### config.mk
export PLATFORM = sky130hd
export DESIGN_NAME = apc_top
export DESIGN_NICKNAME = d
export VERILOG_FILES = /design/src/apc_pkg.sv /design/src/apc_top.sv
export SDC_FILE = /design/constraint.sdc
export NUM_CORES = 1
export LEC_CHECK = 0
export ABC_CLOCK_PERIOD_IN_PS = 2920
export BUFFER_PORTS_ARGS = -buffer_cell sky130_fd_sc_hd__buf_2
export CORE_ASPECT_RATIO = 1.5
export CORE_MARGIN = 3
export CORE_UTILIZATION = 55
export DETAILED_ROUTE_END_ITERATION = 6
export GPL_TIMING_DRIVEN = 0
export PLACE_DENSITY = 0.79
export RECOVER_POWER = 100
export SETUP_SLACK_MARGIN = 0.5
export SYNTH_ARGS = -nofsm -noshare
export SYNTH_HDL_FRONTEND = slang
export SYNTH_SLANG_ARGS = --single-unit
### constraint.sdc
create_clock -name pclk -period 2.92 [get_ports pclk]
set_input_delay 0.292 -clock pclk [delete_from_list [all_inputs] [get_ports pclk]]
set_output_delay 0.292 -clock pclk [all_outputs]
set_load 0.05 [all_outputs]
### src/apc_pkg.sv
// Package: constants and types of the converter control block
`default_nettype none
package apc_pkg;
	// Command opcodes, received most significant bit first
	localparam logic [7:0] CMD_SYNC      = 8'hfc;
	localparam logic [7:0] CMD_SLEEP     = 8'hfd;
	localparam logic [7:0] CMD_RESET     = 8'hfe;
	localparam logic [7:0] CMD_WAKE      = 8'hfb;
	localparam logic [7:0] CMD_AUTO      = 8'h03;
	localparam logic [7:0] CMD_STOP_AUTO = 8'h0f;
	localparam logic [2:0] CMD_LAST_BIT  = 3'h7;
	// APB register byte addresses
	localparam logic [7:0] ADDR_CTRL     = 8'h00;
	localparam logic [7:0] ADDR_STATUS   = 8'h04;
	localparam logic [7:0] ADDR_RESULT   = 8'h08;
	localparam logic [7:0] ADDR_COUNT    = 8'h0c;
	// Status bit positions
	localparam int ST_SLEEP = 0;
	localparam int ST_AUTO  = 1;
	localparam int ST_READY = 2;
	// Rate generation
	localparam logic [8:0]  MOD_BASE_DIV   = 9'h080;
	localparam logic [12:0] CONV_MOD_TICKS = 13'h0500;
	localparam logic [1:0]  RATE_MAX       = 2'h2;
	localparam logic [2:0]  GAIN_16        = 3'h4;
	localparam logic [2:0]  GAIN_32        = 3'h5;
	localparam logic [1:0]  SHIFT_X2       = 2'h1;
	localparam logic [1:0]  SHIFT_X4       = 2'h2;
	localparam logic [1:0]  SHIFT_X8       = 2'h3;
	// Result saturation
	localparam logic [23:0] RES_POS_FS = 24'h7fffff;
	localparam logic [23:0] RES_NEG_FS = 24'h800000;
	localparam int CTRL_W = 6;
	typedef struct packed {
		logic [2:0] gain;
		logic [1:0] rate;
		logic       speed;
	} apc_ctrl_s;
	localparam apc_ctrl_s CTRL_RESET = '{gain: 3'h0, rate: 2'h0, speed: 1'b0};
	typedef enum logic {APC_RUN, APC_SLEEP} apc_pwr_e;
endpackage
`default_nettype wire

### src/apc_top.sv
// Module: command decode, power state and rate generation of the converter
`timescale 1ns/10ps
`default_nettype none
// Overview of operation
// - Sync opcode restarts conversion timing and ready
// - Sleep opcode enters low power until wake or reset opcode
// - Reset opcode returns the control register to defaults
// - Reset opcode also ends automatic readout
// - Data rate is oscillator over 128*2^s*1280*2^dr, with dr limited to 2
// - Modulator rate is oscillator over 128*2^speed
// - Sampling rate scales x2/x4/x8 with high gain
// - One new result every output data period
// - Result sign follows positive minus negative input
// - Wake opcode leaves sleep and resumes
// - Command bytes arrive most significant bit first
// - Automatic readout starts on every new result
module apc_top (
	// Clock and reset
	input  wire logic        pclk,
	input  wire logic        presetn,
	// APB slave
	input  wire logic        psel,
	input  wire logic        penable,
	input  wire logic        pwrite,
	input  wire logic [7:0]  paddr,
	input  wire logic [31:0] pwdata,
	output logic      [31:0] prdata,
	output logic             pready,
	output logic             pslverr,
	// Serial command input
	input  wire logic        cmd_bit,
	input  wire logic        cmd_bit_valid,
	// Converter inputs
	input  wire logic [23:0] ain_pos,
	input  wire logic [23:0] ain_neg,
	// Converter outputs
	output logic             modulator_rate,
	output logic             input_sampling_rate,
	output logic             result_ready_n,
	output logic             readout_start,
	output logic             auto_readout_mode,
	output logic             sleep_state
);
	apc_pkg::apc_ctrl_s ctrl_reg, ctrl_next;
	apc_pkg::apc_pwr_e  pwr_reg, pwr_next;
	logic [6:0]  shift_reg, shift_next;
	logic [2:0]  bit_cnt_reg, bit_cnt_next;
	logic        auto_reg, auto_next;
	logic [8:0]  mod_cnt_reg, mod_cnt_next;
	logic [8:0]  samp_cnt_reg, samp_cnt_next;
	logic [12:0] conv_cnt_reg, conv_cnt_next;
	logic        mod_tick_reg, mod_tick_next;
	logic        samp_tick_reg, samp_tick_next;
	logic        ready_n_reg, ready_n_next;
	logic        start_reg, start_next;
	logic [23:0] result_reg, result_next;
	logic [15:0] count_reg, count_next;
	logic [31:0] prdata_reg, prdata_next;
	logic        pready_reg, pready_next;
	logic        pslverr_reg, pslverr_next;
	logic        cmd_done;
	logic [7:0]  cmd_byte;
	logic        restart;
	logic        complete;
	logic        apb_wr;
	logic        apb_rd_result;
	logic [8:0]  mod_div;
	logic [8:0]  samp_div;
	logic [1:0]  samp_shift;
	logic [12:0] conv_len;
	logic [1:0]  rate_eff;
	logic [24:0] diff;
	logic [23:0] diff_sat;

	// Command byte assembly
	always_comb begin
		cmd_done = cmd_bit_valid && (bit_cnt_reg == apc_pkg::CMD_LAST_BIT);
		cmd_byte = {shift_reg, cmd_bit};
		shift_next = shift_reg;
		bit_cnt_next = bit_cnt_reg;
		if (cmd_bit_valid) begin
			shift_next = {shift_reg[5:0], cmd_bit};
			bit_cnt_next = bit_cnt_reg + 3'h1;
		end
	end

	// Command effects on mode, power and control
	always_comb begin
		ctrl_next = ctrl_reg;
		pwr_next = pwr_reg;
		auto_next = auto_reg;
		restart = 1'b0;
		apb_wr = psel && penable && pready_reg && pwrite;
		if (apb_wr && (paddr == apc_pkg::ADDR_CTRL)) begin
			ctrl_next = apc_pkg::apc_ctrl_s'(pwdata[apc_pkg::CTRL_W-1:0]);
		end
		if (cmd_done) begin
			unique case (cmd_byte)
				apc_pkg::CMD_SYNC: begin
					restart = 1'b1;
				end
				apc_pkg::CMD_SLEEP: begin
					pwr_next = apc_pkg::APC_SLEEP;
					restart = 1'b1;
				end
				apc_pkg::CMD_WAKE: begin
					pwr_next = apc_pkg::APC_RUN;
					restart = 1'b1;
				end
				apc_pkg::CMD_RESET: begin
					ctrl_next = apc_pkg::CTRL_RESET;
					auto_next = 1'b0;
					pwr_next = apc_pkg::APC_RUN;
					restart = 1'b1;
				end
				apc_pkg::CMD_AUTO: begin
					auto_next = 1'b1;
				end
				apc_pkg::CMD_STOP_AUTO: begin
					auto_next = 1'b0;
				end
				default: begin
				end
			endcase
		end
	end

	// Rate dividers and conversion sequencing
	always_comb begin
		rate_eff = (ctrl_reg.rate > apc_pkg::RATE_MAX) ? apc_pkg::RATE_MAX : ctrl_reg.rate;
		mod_div = apc_pkg::MOD_BASE_DIV << ctrl_reg.speed;
		if (ctrl_reg.gain > apc_pkg::GAIN_32) begin
			samp_shift = apc_pkg::SHIFT_X8;
		end else if (ctrl_reg.gain == apc_pkg::GAIN_32) begin
			samp_shift = apc_pkg::SHIFT_X4;
		end else if (ctrl_reg.gain == apc_pkg::GAIN_16) begin
			samp_shift = apc_pkg::SHIFT_X2;
		end else begin
			samp_shift = 2'h0;
		end
		samp_div = mod_div >> samp_shift;
		conv_len = apc_pkg::CONV_MOD_TICKS << rate_eff;
		mod_tick_next = 1'b0;
		samp_tick_next = 1'b0;
		mod_cnt_next = mod_cnt_reg + 9'h001;
		samp_cnt_next = samp_cnt_reg + 9'h001;
		conv_cnt_next = conv_cnt_reg;
		complete = 1'b0;
		if (mod_cnt_reg >= mod_div - 9'h001) begin
			mod_cnt_next = 9'h000;
			mod_tick_next = 1'b1;
			conv_cnt_next = conv_cnt_reg + 13'h0001;
			if (conv_cnt_reg >= conv_len - 13'h0001) begin
				conv_cnt_next = 13'h0000;
				complete = 1'b1;
			end
		end
		if (samp_cnt_reg >= samp_div - 9'h001) begin
			samp_cnt_next = 9'h000;
			samp_tick_next = 1'b1;
		end
		if (restart || (pwr_reg == apc_pkg::APC_SLEEP)) begin
			mod_cnt_next = 9'h000;
			samp_cnt_next = 9'h000;
			conv_cnt_next = 13'h0000;
			mod_tick_next = 1'b0;
			samp_tick_next = 1'b0;
			complete = 1'b0;
		end
	end

	// Result capture, ready flag and readout start
	always_comb begin
		diff = {1'b0, ain_pos} - {1'b0, ain_neg};
		if (diff[24] != diff[23]) begin
			diff_sat = diff[24] ? apc_pkg::RES_NEG_FS : apc_pkg::RES_POS_FS;
		end else begin
			diff_sat = diff[23:0];
		end
		apb_rd_result = psel && penable && pready_reg && !pwrite && (paddr == apc_pkg::ADDR_RESULT);
		result_next = result_reg;
		count_next = count_reg;
		ready_n_next = ready_n_reg;
		start_next = 1'b0;
		if (apb_rd_result || restart) begin
			ready_n_next = 1'b1;
		end
		if (complete) begin
			result_next = diff_sat;
			count_next = count_reg + 16'h0001;
			ready_n_next = 1'b0;
			start_next = auto_reg;
		end
	end

	// APB slave: one wait-free access phase, unmapped addresses error
	always_comb begin
		pready_next = psel && !penable && !pready_reg;
		prdata_next = 32'h00000000;
		pslverr_next = 1'b0;
		if (psel && !penable) begin
			unique case (paddr)
				apc_pkg::ADDR_CTRL: begin
					prdata_next = {26'h0000000, ctrl_reg};
				end
				apc_pkg::ADDR_STATUS: begin
					prdata_next[apc_pkg::ST_SLEEP] = (pwr_reg == apc_pkg::APC_SLEEP);
					prdata_next[apc_pkg::ST_AUTO] = auto_reg;
					prdata_next[apc_pkg::ST_READY] = !ready_n_reg;
				end
				apc_pkg::ADDR_RESULT: begin
					prdata_next = {8'h00, result_reg};
				end
				apc_pkg::ADDR_COUNT: begin
					prdata_next = {16'h0000, count_reg};
				end
				default: begin
					pslverr_next = 1'b1;
				end
			endcase
		end
	end

	always_ff @(posedge pclk or negedge presetn) begin
		if (!presetn) begin
			ctrl_reg <= apc_pkg::CTRL_RESET;
			pwr_reg <= apc_pkg::APC_RUN;
			shift_reg <= 7'h00;
			bit_cnt_reg <= 3'h0;
			auto_reg <= 1'b0;
			mod_cnt_reg <= 9'h000;
			samp_cnt_reg <= 9'h000;
			conv_cnt_reg <= 13'h0000;
			mod_tick_reg <= 1'b0;
			samp_tick_reg <= 1'b0;
			ready_n_reg <= 1'b1;
			start_reg <= 1'b0;
			result_reg <= 24'h000000;
			count_reg <= 16'h0000;
			prdata_reg <= 32'h00000000;
			pready_reg <= 1'b0;
			pslverr_reg <= 1'b0;
		end else begin
			ctrl_reg <= ctrl_next;
			pwr_reg <= pwr_next;
			shift_reg <= shift_next;
			bit_cnt_reg <= bit_cnt_next;
			auto_reg <= auto_next;
			mod_cnt_reg <= mod_cnt_next;
			samp_cnt_reg <= samp_cnt_next;
			conv_cnt_reg <= conv_cnt_next;
			mod_tick_reg <= mod_tick_next;
			samp_tick_reg <= samp_tick_next;
			ready_n_reg <= ready_n_next;
			start_reg <= start_next;
			result_reg <= result_next;
			count_reg <= count_next;
			prdata_reg <= prdata_next;
			pready_reg <= pready_next;
			pslverr_reg <= pslverr_next;
		end
	end

	assign prdata = prdata_reg;
	assign pready = pready_reg;
	assign pslverr = pslverr_reg;
	assign modulator_rate = mod_tick_reg;
	assign input_sampling_rate = samp_tick_reg;
	assign result_ready_n = ready_n_reg;
	assign readout_start = start_reg;
	assign auto_readout_mode = auto_reg;
	assign sleep_state = (pwr_reg == apc_pkg::APC_SLEEP);

	// Checking helpers: cycles since the last tick, and a control change that spoils a period
	logic [8:0] gap_mod, gap_samp;
	logic       mod_dirty, samp_dirty;
	always_ff @(posedge pclk or negedge presetn) begin
		if (!presetn) begin
			gap_mod <= 9'h000;
			gap_samp <= 9'h000;
			mod_dirty <= 1'b0;
			samp_dirty <= 1'b0;
		end else begin
			gap_mod <= (restart || sleep_state) ? 9'h000 : mod_tick_reg ? 9'h001 : gap_mod + 9'h001;
			gap_samp <= (restart || sleep_state) ? 9'h000 : samp_tick_reg ? 9'h001 : gap_samp + 9'h001;
			mod_dirty <= (ctrl_next != ctrl_reg) || (mod_dirty && !mod_tick_reg);
			samp_dirty <= (ctrl_next != ctrl_reg) || (samp_dirty && !samp_tick_reg);
		end
	end

	chk_sync_restart: assert property (@(posedge pclk) disable iff (!presetn)
		cmd_done && (cmd_byte == apc_pkg::CMD_SYNC) |=> (conv_cnt_reg == 13'h0000) && ready_n_reg [*8])
		else $error("sync did not restart conversion");
	chk_sleep_quiet: assert property (@(posedge pclk) disable iff (!presetn)
		cmd_done && (cmd_byte == apc_pkg::CMD_SLEEP) |=> sleep_state ##1 !mod_tick_reg [*8])
		else $error("modulator ran in sleep");
	chk_wake_resume: assert property (@(posedge pclk) disable iff (!presetn)
		sleep_state && cmd_done && (cmd_byte == apc_pkg::CMD_WAKE) |=> !sleep_state ##[1:300] mod_tick_reg)
		else $error("wake did not resume modulator");
	chk_reset_defaults: assert property (@(posedge pclk) disable iff (!presetn)
		cmd_done && (cmd_byte == apc_pkg::CMD_RESET) |=> (ctrl_reg == apc_pkg::CTRL_RESET) && !auto_readout_mode)
		else $error("reset command left state");
	chk_mod_period: assert property (@(posedge pclk) disable iff (!presetn)
		mod_tick_reg && !mod_dirty |-> gap_mod == mod_div)
		else $error("modulator period wrong");
	chk_samp_period: assert property (@(posedge pclk) disable iff (!presetn)
		samp_tick_reg && !samp_dirty |-> gap_samp == samp_div)
		else $error("sampling period wrong");
	chk_result_ready: assert property (@(posedge pclk) disable iff (!presetn)
		complete |=> !result_ready_n && (count_reg == $past(count_reg) + 16'h0001) && mod_tick_reg)
		else $error("result not delivered");
	chk_result_sign: assert property (@(posedge pclk) disable iff (!presetn)
		complete |=> (result_reg[23] == ($past(ain_pos) < $past(ain_neg))) || (result_reg == 24'h000000))
		else $error("result sign wrong");
	chk_auto_start: assert property (@(posedge pclk) disable iff (!presetn)
		complete && auto_reg |=> readout_start ##1 !readout_start)
		else $error("automatic readout missed");
	chk_byte_order: assert property (@(posedge pclk) disable iff (!presetn)
		cmd_bit_valid |=> (shift_reg[0] == $past(cmd_bit)) && (bit_cnt_reg == $past(bit_cnt_reg) + 3'h1) && ($past(cmd_done) ? bit_cnt_reg == 3'h0 : 1'b1))
		else $error("command bit order wrong");
endmodule
`default_nettype wire

==> impl_metrics.json, run 1 <==
{
  "synth-edff-count": 0,
  "power.leakage_uw": 0.00429,
  "yosys_warnings": 0,
  "ys_dominant_reg_cell": "dfrtp_1",
  "grt_pass1_vias": 6244,
  "grt_pass1_wl_um": 29200,
  "r2r-end": "result_reg[20]",
  "start_util_pct": 56.8,
  "worst_pin_slew_ns": 1.33,
  "synth_seq_cells": 119,
  "final_cells": 1091,
  "drtAntennaViolNets": 0,
  "layout_common_cells": "dfrtp_1, nor2_1, buf_2, nand2_1, clkbuf_1",
  "clk_pin_slew_ns": 0.05,
  "vdd_drop_max_v": 0.000397,
  "wl_um": 18400,
  "period_needed_ns": 2.60,
  "die_height_um": 146,
  "clockBufferDepth": 2,
  "synth_area_leaders": "dfrtp_1, ha_1, xnor2_1, nor2_1, nand2_1",
  "fin_skew_ns": 0.00668,
  "multi_input_area_um2": 4230,
  "synth.distinct_cells": 75,
  "grt-ovfl-total": 0,
  "syn_to_final_growth_pct": 29.0,
  "rr_worst_depth": 11,
  "dp_cells": 1020,
  "dpl_cell_area_um2": 8090,
  "cts_root_buf": "clkbuf_16",
  "clock.fmax_mhz": 384,
  "placementRows": 50,
  "hp-start": "pwdata[2]",
  "slew_violations": 0,
  "power_density_nw_per_um2": 518,
  "yosysSeqAreaShare_pct": 41.7,
  "maxCapViolCount": 0,
  "rsz0062_at_grt": "true",
  "dp_slack_ns": -0.177,
  "crit_type": "flop to flop",
  "status": "complete, no violations",
  "syn_inst": 757,
  "crit_fanout": 5,
  "netlist_area_um2": 7140,
  "r2r-start": "bit_cnt_reg[1]",
  "holdPathStages": 3,
  "dieArea_um2": 14400,
  "post-dp-hpwl_um": 12300,
  "drive_above_1_share_pct": 25.8,
  "relSlewSlack_pct": 11.2,
  "layout_commonest_cell": "dfrtp_1",
  "cp_data_required_time_ns": 3.21,
  "regArea_um2": 2980,
  "grt_max_degree": 98,
  "fin_tns_setup_ns": 0,
  "synth_async_sr_flop_share_pct": 100,
  "avgSynthCellArea_um2": 9.44,
  "first_pass_iters": 5,
  "start_kind": "flop",
  "clkLatencyLatePin_ns": 0.41,
  "die_w_um": 99.1,
  "hp-class": "input pin to flop",
  "grtUsageTotal_pct": 24.8,
  "core_um2": 12600,
  "finalSetupViolCount": 0,
  "final_hold_viol_count": 0,
  "num-fill-cells": 924,
  "min_to": "ctrl_reg[2]",
  "wire_per_inst_um": 16.9,
  "io_buffers": 99,
  "vias_per_cell": 5.76,
  "place_congestion": 0.930,
  "synth_top_area_share_pct": 41.3,
  "reg2reg_slack_ns": 0.32,
  "cts_buffers": 17,
  "synth_top_cell_by_area": "dfrtp_1",
  "n_antenna_cell": 0,
  "drtIter0Drc": 370,
  "vias": 6281,
  "design_area_um2": 9220,
  "hold-worst-slack_ns": 0.134,
  "worst_setup_path_end_kind": "flop",
  "crit_arrival_ns": 2.90,
  "fin_ws_ns": 0.317,
  "fin_nets": 1066,
  "antenna_found_initial": 0,
  "cts_tree": "yes",
  "timing.final.crit_share_pct": 89.1,
  "htree_levels": 4,
  "cts_sinks": 119,
  "io_pins": 135,
  "drc_errors": 0
}
==> cell type report <==
cell class              count  share of cell area [%]
flip-flops and latches    119                    32.3
clock buffers              22                    5.14
clock inverters             5                   0.814
multi-input cells         565                    45.9
repair buffers            143                    9.15
inverters                  50                    2.17
well taps                 156                    2.12
plain buffers              31                    2.33
==> critical path, stage by stage (launching register included) <==
cell       delay (ns)
dfrtp_1          0.38
ha_1             0.21
ha_1             0.20
nand4_1          0.10
a211oi_1         0.11
or3_1            0.43
a211oi_4         0.28
buf_4            0.18
buf_6            0.11
o21ai_4          0.08
clkbuf_16        0.18
o221a_2          0.23
==> repair_timing <==
item                                   CTS  global route
setup endpoints to repair               65            52
endpoints found under the hold margin   22             0
cloned                                   1             1
setup buffers                           21            20
resized for setup                       37            62
hold buffers                             1             0
pin swaps                               17            23
==> metrics by stage <==
step	power [uW]	utilization, %
global placement	2670	64.1
finish	4770	73.3
floorplan	2470	-
detailed placement	2700	64.4
CTS	4720	71.3
global route	4970	73.3
==> worst max path at each step <==
stage	start	endpoint	slack (ns)
6_report	bit_cnt_reg[1]	result_reg[20]	0.32
3_5_place_dp	ain_pos[0]	result_reg[13]	-0.18
3_3_place_gp	ain_pos[16]	result_reg[12]	-0.25
2_1_floorplan	ain_pos[0]	result_reg[0]	0.27
5_1_grt	ctrl_reg[4]	samp_cnt_reg[6]	0.19
4_1_cts	bit_cnt_reg[1]	count_reg[13]	0.41
==> routing by layer <==
layer | wire length (um) | global-route usage, %
met4 | 650 | 10.5
met2 | 10100 | 45.2
met1 | 6920 | 27.8
met5 | 0 | 0
met3 | 814 | 4.70
==> Yosys cell counts (all sizes together), types with 11 or more instances <==
cell type and count:
a21o 11, a21oi 37, a22oi 11, and2 13, and3 17, buf 16, clkbuf 15, dfrtp 118
ha 43, inv 50, mux2i 11, nand2 61, nand2b 21, nand3 22, nor2 77, o21ai 48
o221a 13, xnor2 34, xor2 16
==> where the power goes <==
group	internal [uW]	total, uW	switching (uW)	leakage, uW
registers	1770	1880	106	0.00157
clock network	1290	1950	660	0.000273
logic	462	943	481	0.00245
==> cells by family after synthesis <==
group           synth area share [%]
buf+inv                         4.96
other cells                   0.0525
xor+xnor                        6.13
simple gates                    17.6
flops                           41.7
compound gates                  18.3
fa+ha+maj                       7.95
mux                             3.28
(Power assumes the default switching activity.)
==> run 2: changes to the inputs <==
--- a/config.mk
+++ b/config.mk
@@ -14,7 +14,6 @@
 export GPL_TIMING_DRIVEN = 0
 export PLACE_DENSITY = 0.79
 export RECOVER_POWER = 100
-export SETUP_SLACK_MARGIN = 0.5
 export SYNTH_ARGS = -nofsm -noshare
 export SYNTH_HDL_FRONTEND = slang
 export SYNTH_SLANG_ARGS = --single-unit
==> impl_metrics.json, run 2 (synthesis results as in run 1) <==
{
  "relSlewSlack_pct": 14.2,
  "timing.final.crit_share_pct": 96.2,
  "fin_nets": 1028,
  "status": "complete, no violations",
  "wire_per_inst_um": 15.4,
  "cts_sinks": 119,
  "crit_arrival_ns": 3.16,
  "cp_data_required_time_ns": 3.27,
  "first_pass_iters": 4,
  "hp-class": "input pin to flop",
  "htree_levels": 4,
  "fin_ws_ns": 0.112,
  "worst_pin_slew_ns": 1.29,
  "layout_commonest_cell": "dfrtp_1",
  "io_buffers": 99,
  "place_congestion": 0.927,
  "post-dp-hpwl_um": 12100,
  "crit_fanout": 10,
  "cts_root_buf": "clkbuf_16",
  "start_kind": "flop",
  "drc_errors": 0,
  "drtIter0Drc": 311,
  "dieArea_um2": 14400,
  "p_total_uw": 4620,
  "slew_violations": 0,
  "worst_setup_path_end_kind": "flop",
  "grt-ovfl-total": 0,
  "n_antenna_cell": 0,
  "layout_common_cells": "dfrtp_1, nor2_1, buf_2, nand2_1",
  "die_w_um": 99.1,
  "crit_type": "flop to flop",
  "cts_tree": "yes",
  "cts_buffers": 17,
  "die_height_um": 146,
  "period_needed_ns": 2.81,
  "start_util_pct": 56.8,
  "grt_pass1_wl_um": 26600,
  "power_density_nw_per_um2": 544,
  "wl_um": 16200,
  "vdd_drop_max_v": 0.000381,
  "clockBufferDepth": 2,
  "dp_slack_ns": -0.555,
  "finalSetupViolCount": 0,
  "drive_above_1_share_pct": 18.0,
  "clk_pin_slew_ns": 0.05,
  "grt_pass1_vias": 5779,
  "placementRows": 50,
  "fin_skew_ns": 0.0103,
  "syn_to_final_growth_pct": 18.9,
  "grt_max_degree": 66,
  "vias": 5879,
  "final_hold_viol_count": 0,
  "power.leakage_uw": 0.00399,
  "drtAntennaViolNets": 0,
  "grtUsageTotal_pct": 22.6,
  "clkLatencyLatePin_ns": 0.41,
  "core_um2": 12600,
  "maxCapViolCount": 0,
  "antenna_found_initial": 0,
  "clock.fmax_mhz": 356,
  "vias_per_cell": 5.56,
  "io_pins": 135
}
run 2: changes by cell type in the layout (fill, tap and decap cells not counted), moves of 4 or more:
cell	before	now
buf_4	41	12
a21oi_1	26	35
ha_1	36	43
o221a_2	6	13
o221a_4	7	0
a21oi_2	8	2
ha_4	6	0
buf_6	7	2
clkbuf_4	6	1
o21ai_0	37	42
clkinvlp_4	0	4
inv_1	46	50
run 2: routing by layer:
| metal | share of wire [%] | track usage (%) | vias up |
|---|---|---|---|
| met4 | 2.5 | 9.84 | 0 |
| met1 | 41 | 26.0 | 2788 |
| li1 | - | - | 2929 |
| met2 | 53 | 40.5 | 134 |
| met5 | 0 | 0 | - |
| met3 | 3.5 | 3.84 | 28 |
run 2: final cells by class:
type                       instances  area, um2
fill                            1023       4080
clock buffer                      22        464
inverter                          50        188
sequential                       119       2980
tap                              156        195
buffer                            31        169
clock inverter                    10        121
timing repair buffer             105        502
multi-input combinational        565       3880
run 2: where the power goes:
group	switching, uW	internal, uW	leakage (uW)	total [uW]
sequential	88.0	1770	0.00157	1860
combinational	396	334	0.00215	731
clock	728	1300	0.000273	2030
run 2: worst max-delay path, cell delays in order (launching register included):
cell,delay (ns)
dfrtp_1,0.39
ha_1,0.21
ha_1,0.19
nand4_1,0.14
a211oi_1,0.13
or3_4,0.43
a211oi_4,0.20
buf_4,0.19
buf_4,0.16
clkbuf_1,0.43
o221a_2,0.27
run 2: worst paths after layout:
kind,startpoint,endpoint,slack (ns),cells past startpoint
max reg2reg,bit_cnt_reg[0],result_reg[16],0.11,10
min reg2reg,pready,pready,0.46,1
min,pwdata[4],ctrl_reg[4],0.13,3
min in group asynchronous,presetn,samp_cnt_reg[3],0.69,2
max in group asynchronous,presetn,count_reg[1],0.64,3
max,bit_cnt_reg[0],result_reg[16],0.11,10
run 2: what timing repair did:
item | CTS | global route
hold endpoints to repair | 54 | 0
cloned | 0 | 1
hold buffers | 1 | 0
setup buffers | 0 | 4
gates resized for setup | 2 | 10
setup endpoints to repair | 19 | 30
pin swaps | 0 | 3
run 2: through the flow:
stage | cells | hold WS [ns] | area, um2 | TNS, ns | util, %
6_report | 1058 | 0.127 | 8500 | 0 | 67.6
5_1_grt | 1058 | 0.130 | 8500 | -0.0162 | 67.6
4_1_cts | 1053 | 0.118 | 8510 | 0 | 67.7
3_5_place_dp | 1020 | 0.274 | 7900 | -9.82 | 62.8
3_3_place_gp | 1019 | 0.434 | 7860 | -10.40 | 62.5
2_1_floorplan | 764 | -0.00359 | 7170 | 0 | -
==> run 3: changes to the inputs <==
--- a/config.mk
+++ b/config.mk
@@ -5,6 +5,7 @@
 export SDC_FILE = /design/constraint.sdc
 export NUM_CORES = 1
 export LEC_CHECK = 0
+export ABC_AREA = 1
 export ABC_CLOCK_PERIOD_IN_PS = 2920
 export BUFFER_PORTS_ARGS = -buffer_cell sky130_fd_sc_hd__buf_2
 export CORE_ASPECT_RATIO = 1.5
==> impl_metrics.json, run 3 <==
{
  "fin_tns_setup_ns": 0,
  "finalSetupViolCount": 0,
  "dieArea_um2": 15400,
  "vdd_drop_max_v": 0.000498,
  "first_pass_iters": 5,
  "core_um2": 13500,
  "crit_fanout": 5,
  "grt_pass1_vias": 6904,
  "vias": 6965,
  "yosysSeqAreaShare_pct": 38.9,
  "start_kind": "flop",
  "avgSynthCellArea_um2": 7.46,
  "final_hold_viol_count": 0,
  "start_util_pct": 56.5,
  "slowest_delay_ns": 0.39,
  "worst_pin_slew_ns": 1.29,
  "cts_sinks": 119,
  "synth_commonest_cells": "nand2_1, inv_1, dfrtp_1, nor2_1, nand3_1",
  "htree_levels": 4,
  "post-dp-hpwl_um": 13900,
  "grtUsageMet1_pct": 25.6,
  "layout_commonest_cell": "nand2_1",
  "hp-class": "input pin to flop",
  "holdPathStages": 2,
  "status": "complete, no violations",
  "wire_per_inst_um": 13.4,
  "clock.fmax_mhz": 363,
  "maxCapViolCount": 0,
  "place_congestion": 0.974,
  "cts_buffers": 17,
  "rr_worst_depth": 17,
  "fin_nets": 1297,
  "vias_per_cell": 5.23,
  "relSlewSlack_pct": 14.1,
  "clk_pin_slew_ns": 0.05,
  "dpl_cell_area_um2": 8410,
  "io_buffers": 99,
  "use_met2_pct": 46.4,
  "drtIter0Drc": 296,
  "power.leakage_uw": 0.00470,
  "synth-edff-count": 0,
  "synthAdderAreaFrac_pct": 7.29,
  "drc_errors": 0,
  "power_density_nw_per_um2": 590,
  "synth_top_family_by_area": "simple AND/OR/NAND/NOR gates",
  "antenna_found_initial": 0,
  "syn_to_final_growth_pct": 17.3,
  "synth_top_cell_by_area": "dfrtp_1",
  "synth_seq_cells": 119,
  "grtUsageTotal_pct": 24.1,
  "crit_type": "flop to flop",
  "syn_inst": 1026,
  "slew_violations": 0,
  "timing.final.crit_share_pct": 94.3,
  "cp_slowest_cell": "dfrtp_1",
  "placementRows": 52,
  "design_area_um2": 8980,
  "clkLatencyLatePin_ns": 0.41,
  "synth_compound_area_share_pct": 9.63,
  "drtAntennaViolNets": 0,
  "netlist_area_um2": 7650,
  "synthMuxAreaShare_pct": 0.294,
  "crit_arrival_ns": 3.04,
  "clockBufferDepth": 2,
  "cp_data_required_time_ns": 3.20,
  "grt_use_met3_pct": 3.76,
  "synth_async_sr_flop_share_pct": 100,
  "grt_pass1_wl_um": 29600,
  "synth_area_leaders": "dfrtp_1, nand2_1, inv_1, ha_1, nor2_1",
  "period_needed_ns": 2.75,
  "synth.distinct_cells": 49,
  "die_height_um": 150,
  "drive_above_1_share_pct": 13.8,
  "ys_dominant_reg_cell": "dfrtp_1",
  "synth_simple_gate_area_share_pct": 28.6,
  "layout_common_cells": "nand2_1, inv_1, dfrtp_1, nor2_1, buf_2",
  "grt_busiest_layer": "met2",
  "die_w_um": 102,
  "wl_um": 17800,
  "hold-worst-slack_ns": 0.130,
  "yosysMostFrequentCell": "nand2_1",
  "cts_root_buf": "clkbuf_16",
  "synth_xor_area_share_pct": 4.69,
  "grt-ovfl-total": 0,
  "grt_max_degree": 68,
  "fin_skew_ns": 0.0103,
  "cts_tree": "yes",
  "synth_top_area_share_pct": 38.6,
  "yosys_warnings": 0,
  "worst_setup_path_end_kind": "flop",
  "io_pins": 135,
  "n_antenna_cell": 0,
  "path_cells": "inv_1 > a21oi_2 > inv_1 > ha_1 > inv_1 > nor2_1 > a21oi_2 > nand2_1 > nor2_2 > xor2_1 > ha_1 > nand2_1 > nor2_1 > nand3b_1 > nand4_1 > clkbuf_1 > nor2_1"
}
run 3: final cells by class:
type                       instances  area, um2
sequential                       119       2980
multi-input combinational        725       3910
fill                            1162       4560
tap                              162        203
buffer                            24        136
inverter                         165        624
timing repair buffer             106        505
clock buffer                      20        447
clock inverter                    12        176
run 3: where the power goes:
part           total [uW]  switching [uW]  internal, uW
Clock                2180             729          1450
Combinational        1170             740           427
Sequential           1950             136          1820
Total                5300            1610          3690
run 3: timing repair:
action                                 CTS  global route
hold buffers                             1             0
setup buffers                            2             3
endpoints found under the hold margin   51             0
setup endpoints to repair                2             9
pin swaps                                1             6
resized for setup                        0            11
run 3: kinds of logic after synthesis:
kind of cell             Yosys count
adder cells (fa/ha/maj)           44
buffers and inverters            189
other                              1
AND/OR/NAND/NOR                  502
AO/OA/AOI/OAI                    128
XOR/XNOR                          41
flip-flops                       119
multiplexers                       2
run 3: worst paths after layout:
kind,startpoint,endpoint,slack (ns)
max in group asynchronous,presetn,mod_cnt_reg[2],0.60
hold reg to reg,pready,pready,0.47
min in group asynchronous,presetn,samp_cnt_reg[5],0.70
hold / removal,cmd_bit_valid,bit_cnt_reg[0],0.13
setup reg to reg,ctrl_reg[5],samp_cnt_reg[1],0.17
setup / recovery,ctrl_reg[5],samp_cnt_reg[1],0.17
run 3: through the flow:
stage / instances / utilization, % / worst slack, ns / total power [uW]
finish: 1333 / 66.3 / 0.166 / 5300
global route: 1333 / 66.3 / -0.0259 / 5590
CTS: 1330 / 66.9 / 0.103 / 5330
global placement: 1294 / 61.9 / 0.0647 / 3080
detailed placement: 1295 / 62.1 / -0.0347 / 3130
floorplan: 1033 / - / 0.384 / 2810
run 3: critical path: cells and delay by family (launching register included):
kind                     cells  cell delay, ns
XOR/XNOR                     1            0.17
AO/OA/AOI/OAI                2            0.12
adder cells (fa/ha/maj)      2            0.50
AND/OR/NAND/NOR              8            0.96
flip-flops                   1            0.39
buffers and inverters        4            0.48
run 3: metal layers:
metal	part of all wire [%]	up-vias	wire length, um
li1	-	3534	-
met1	38	3206	6870
met2	55	180	9820
met3	3.4	45	603
met4	3.1	0	558
met5	0	-	0
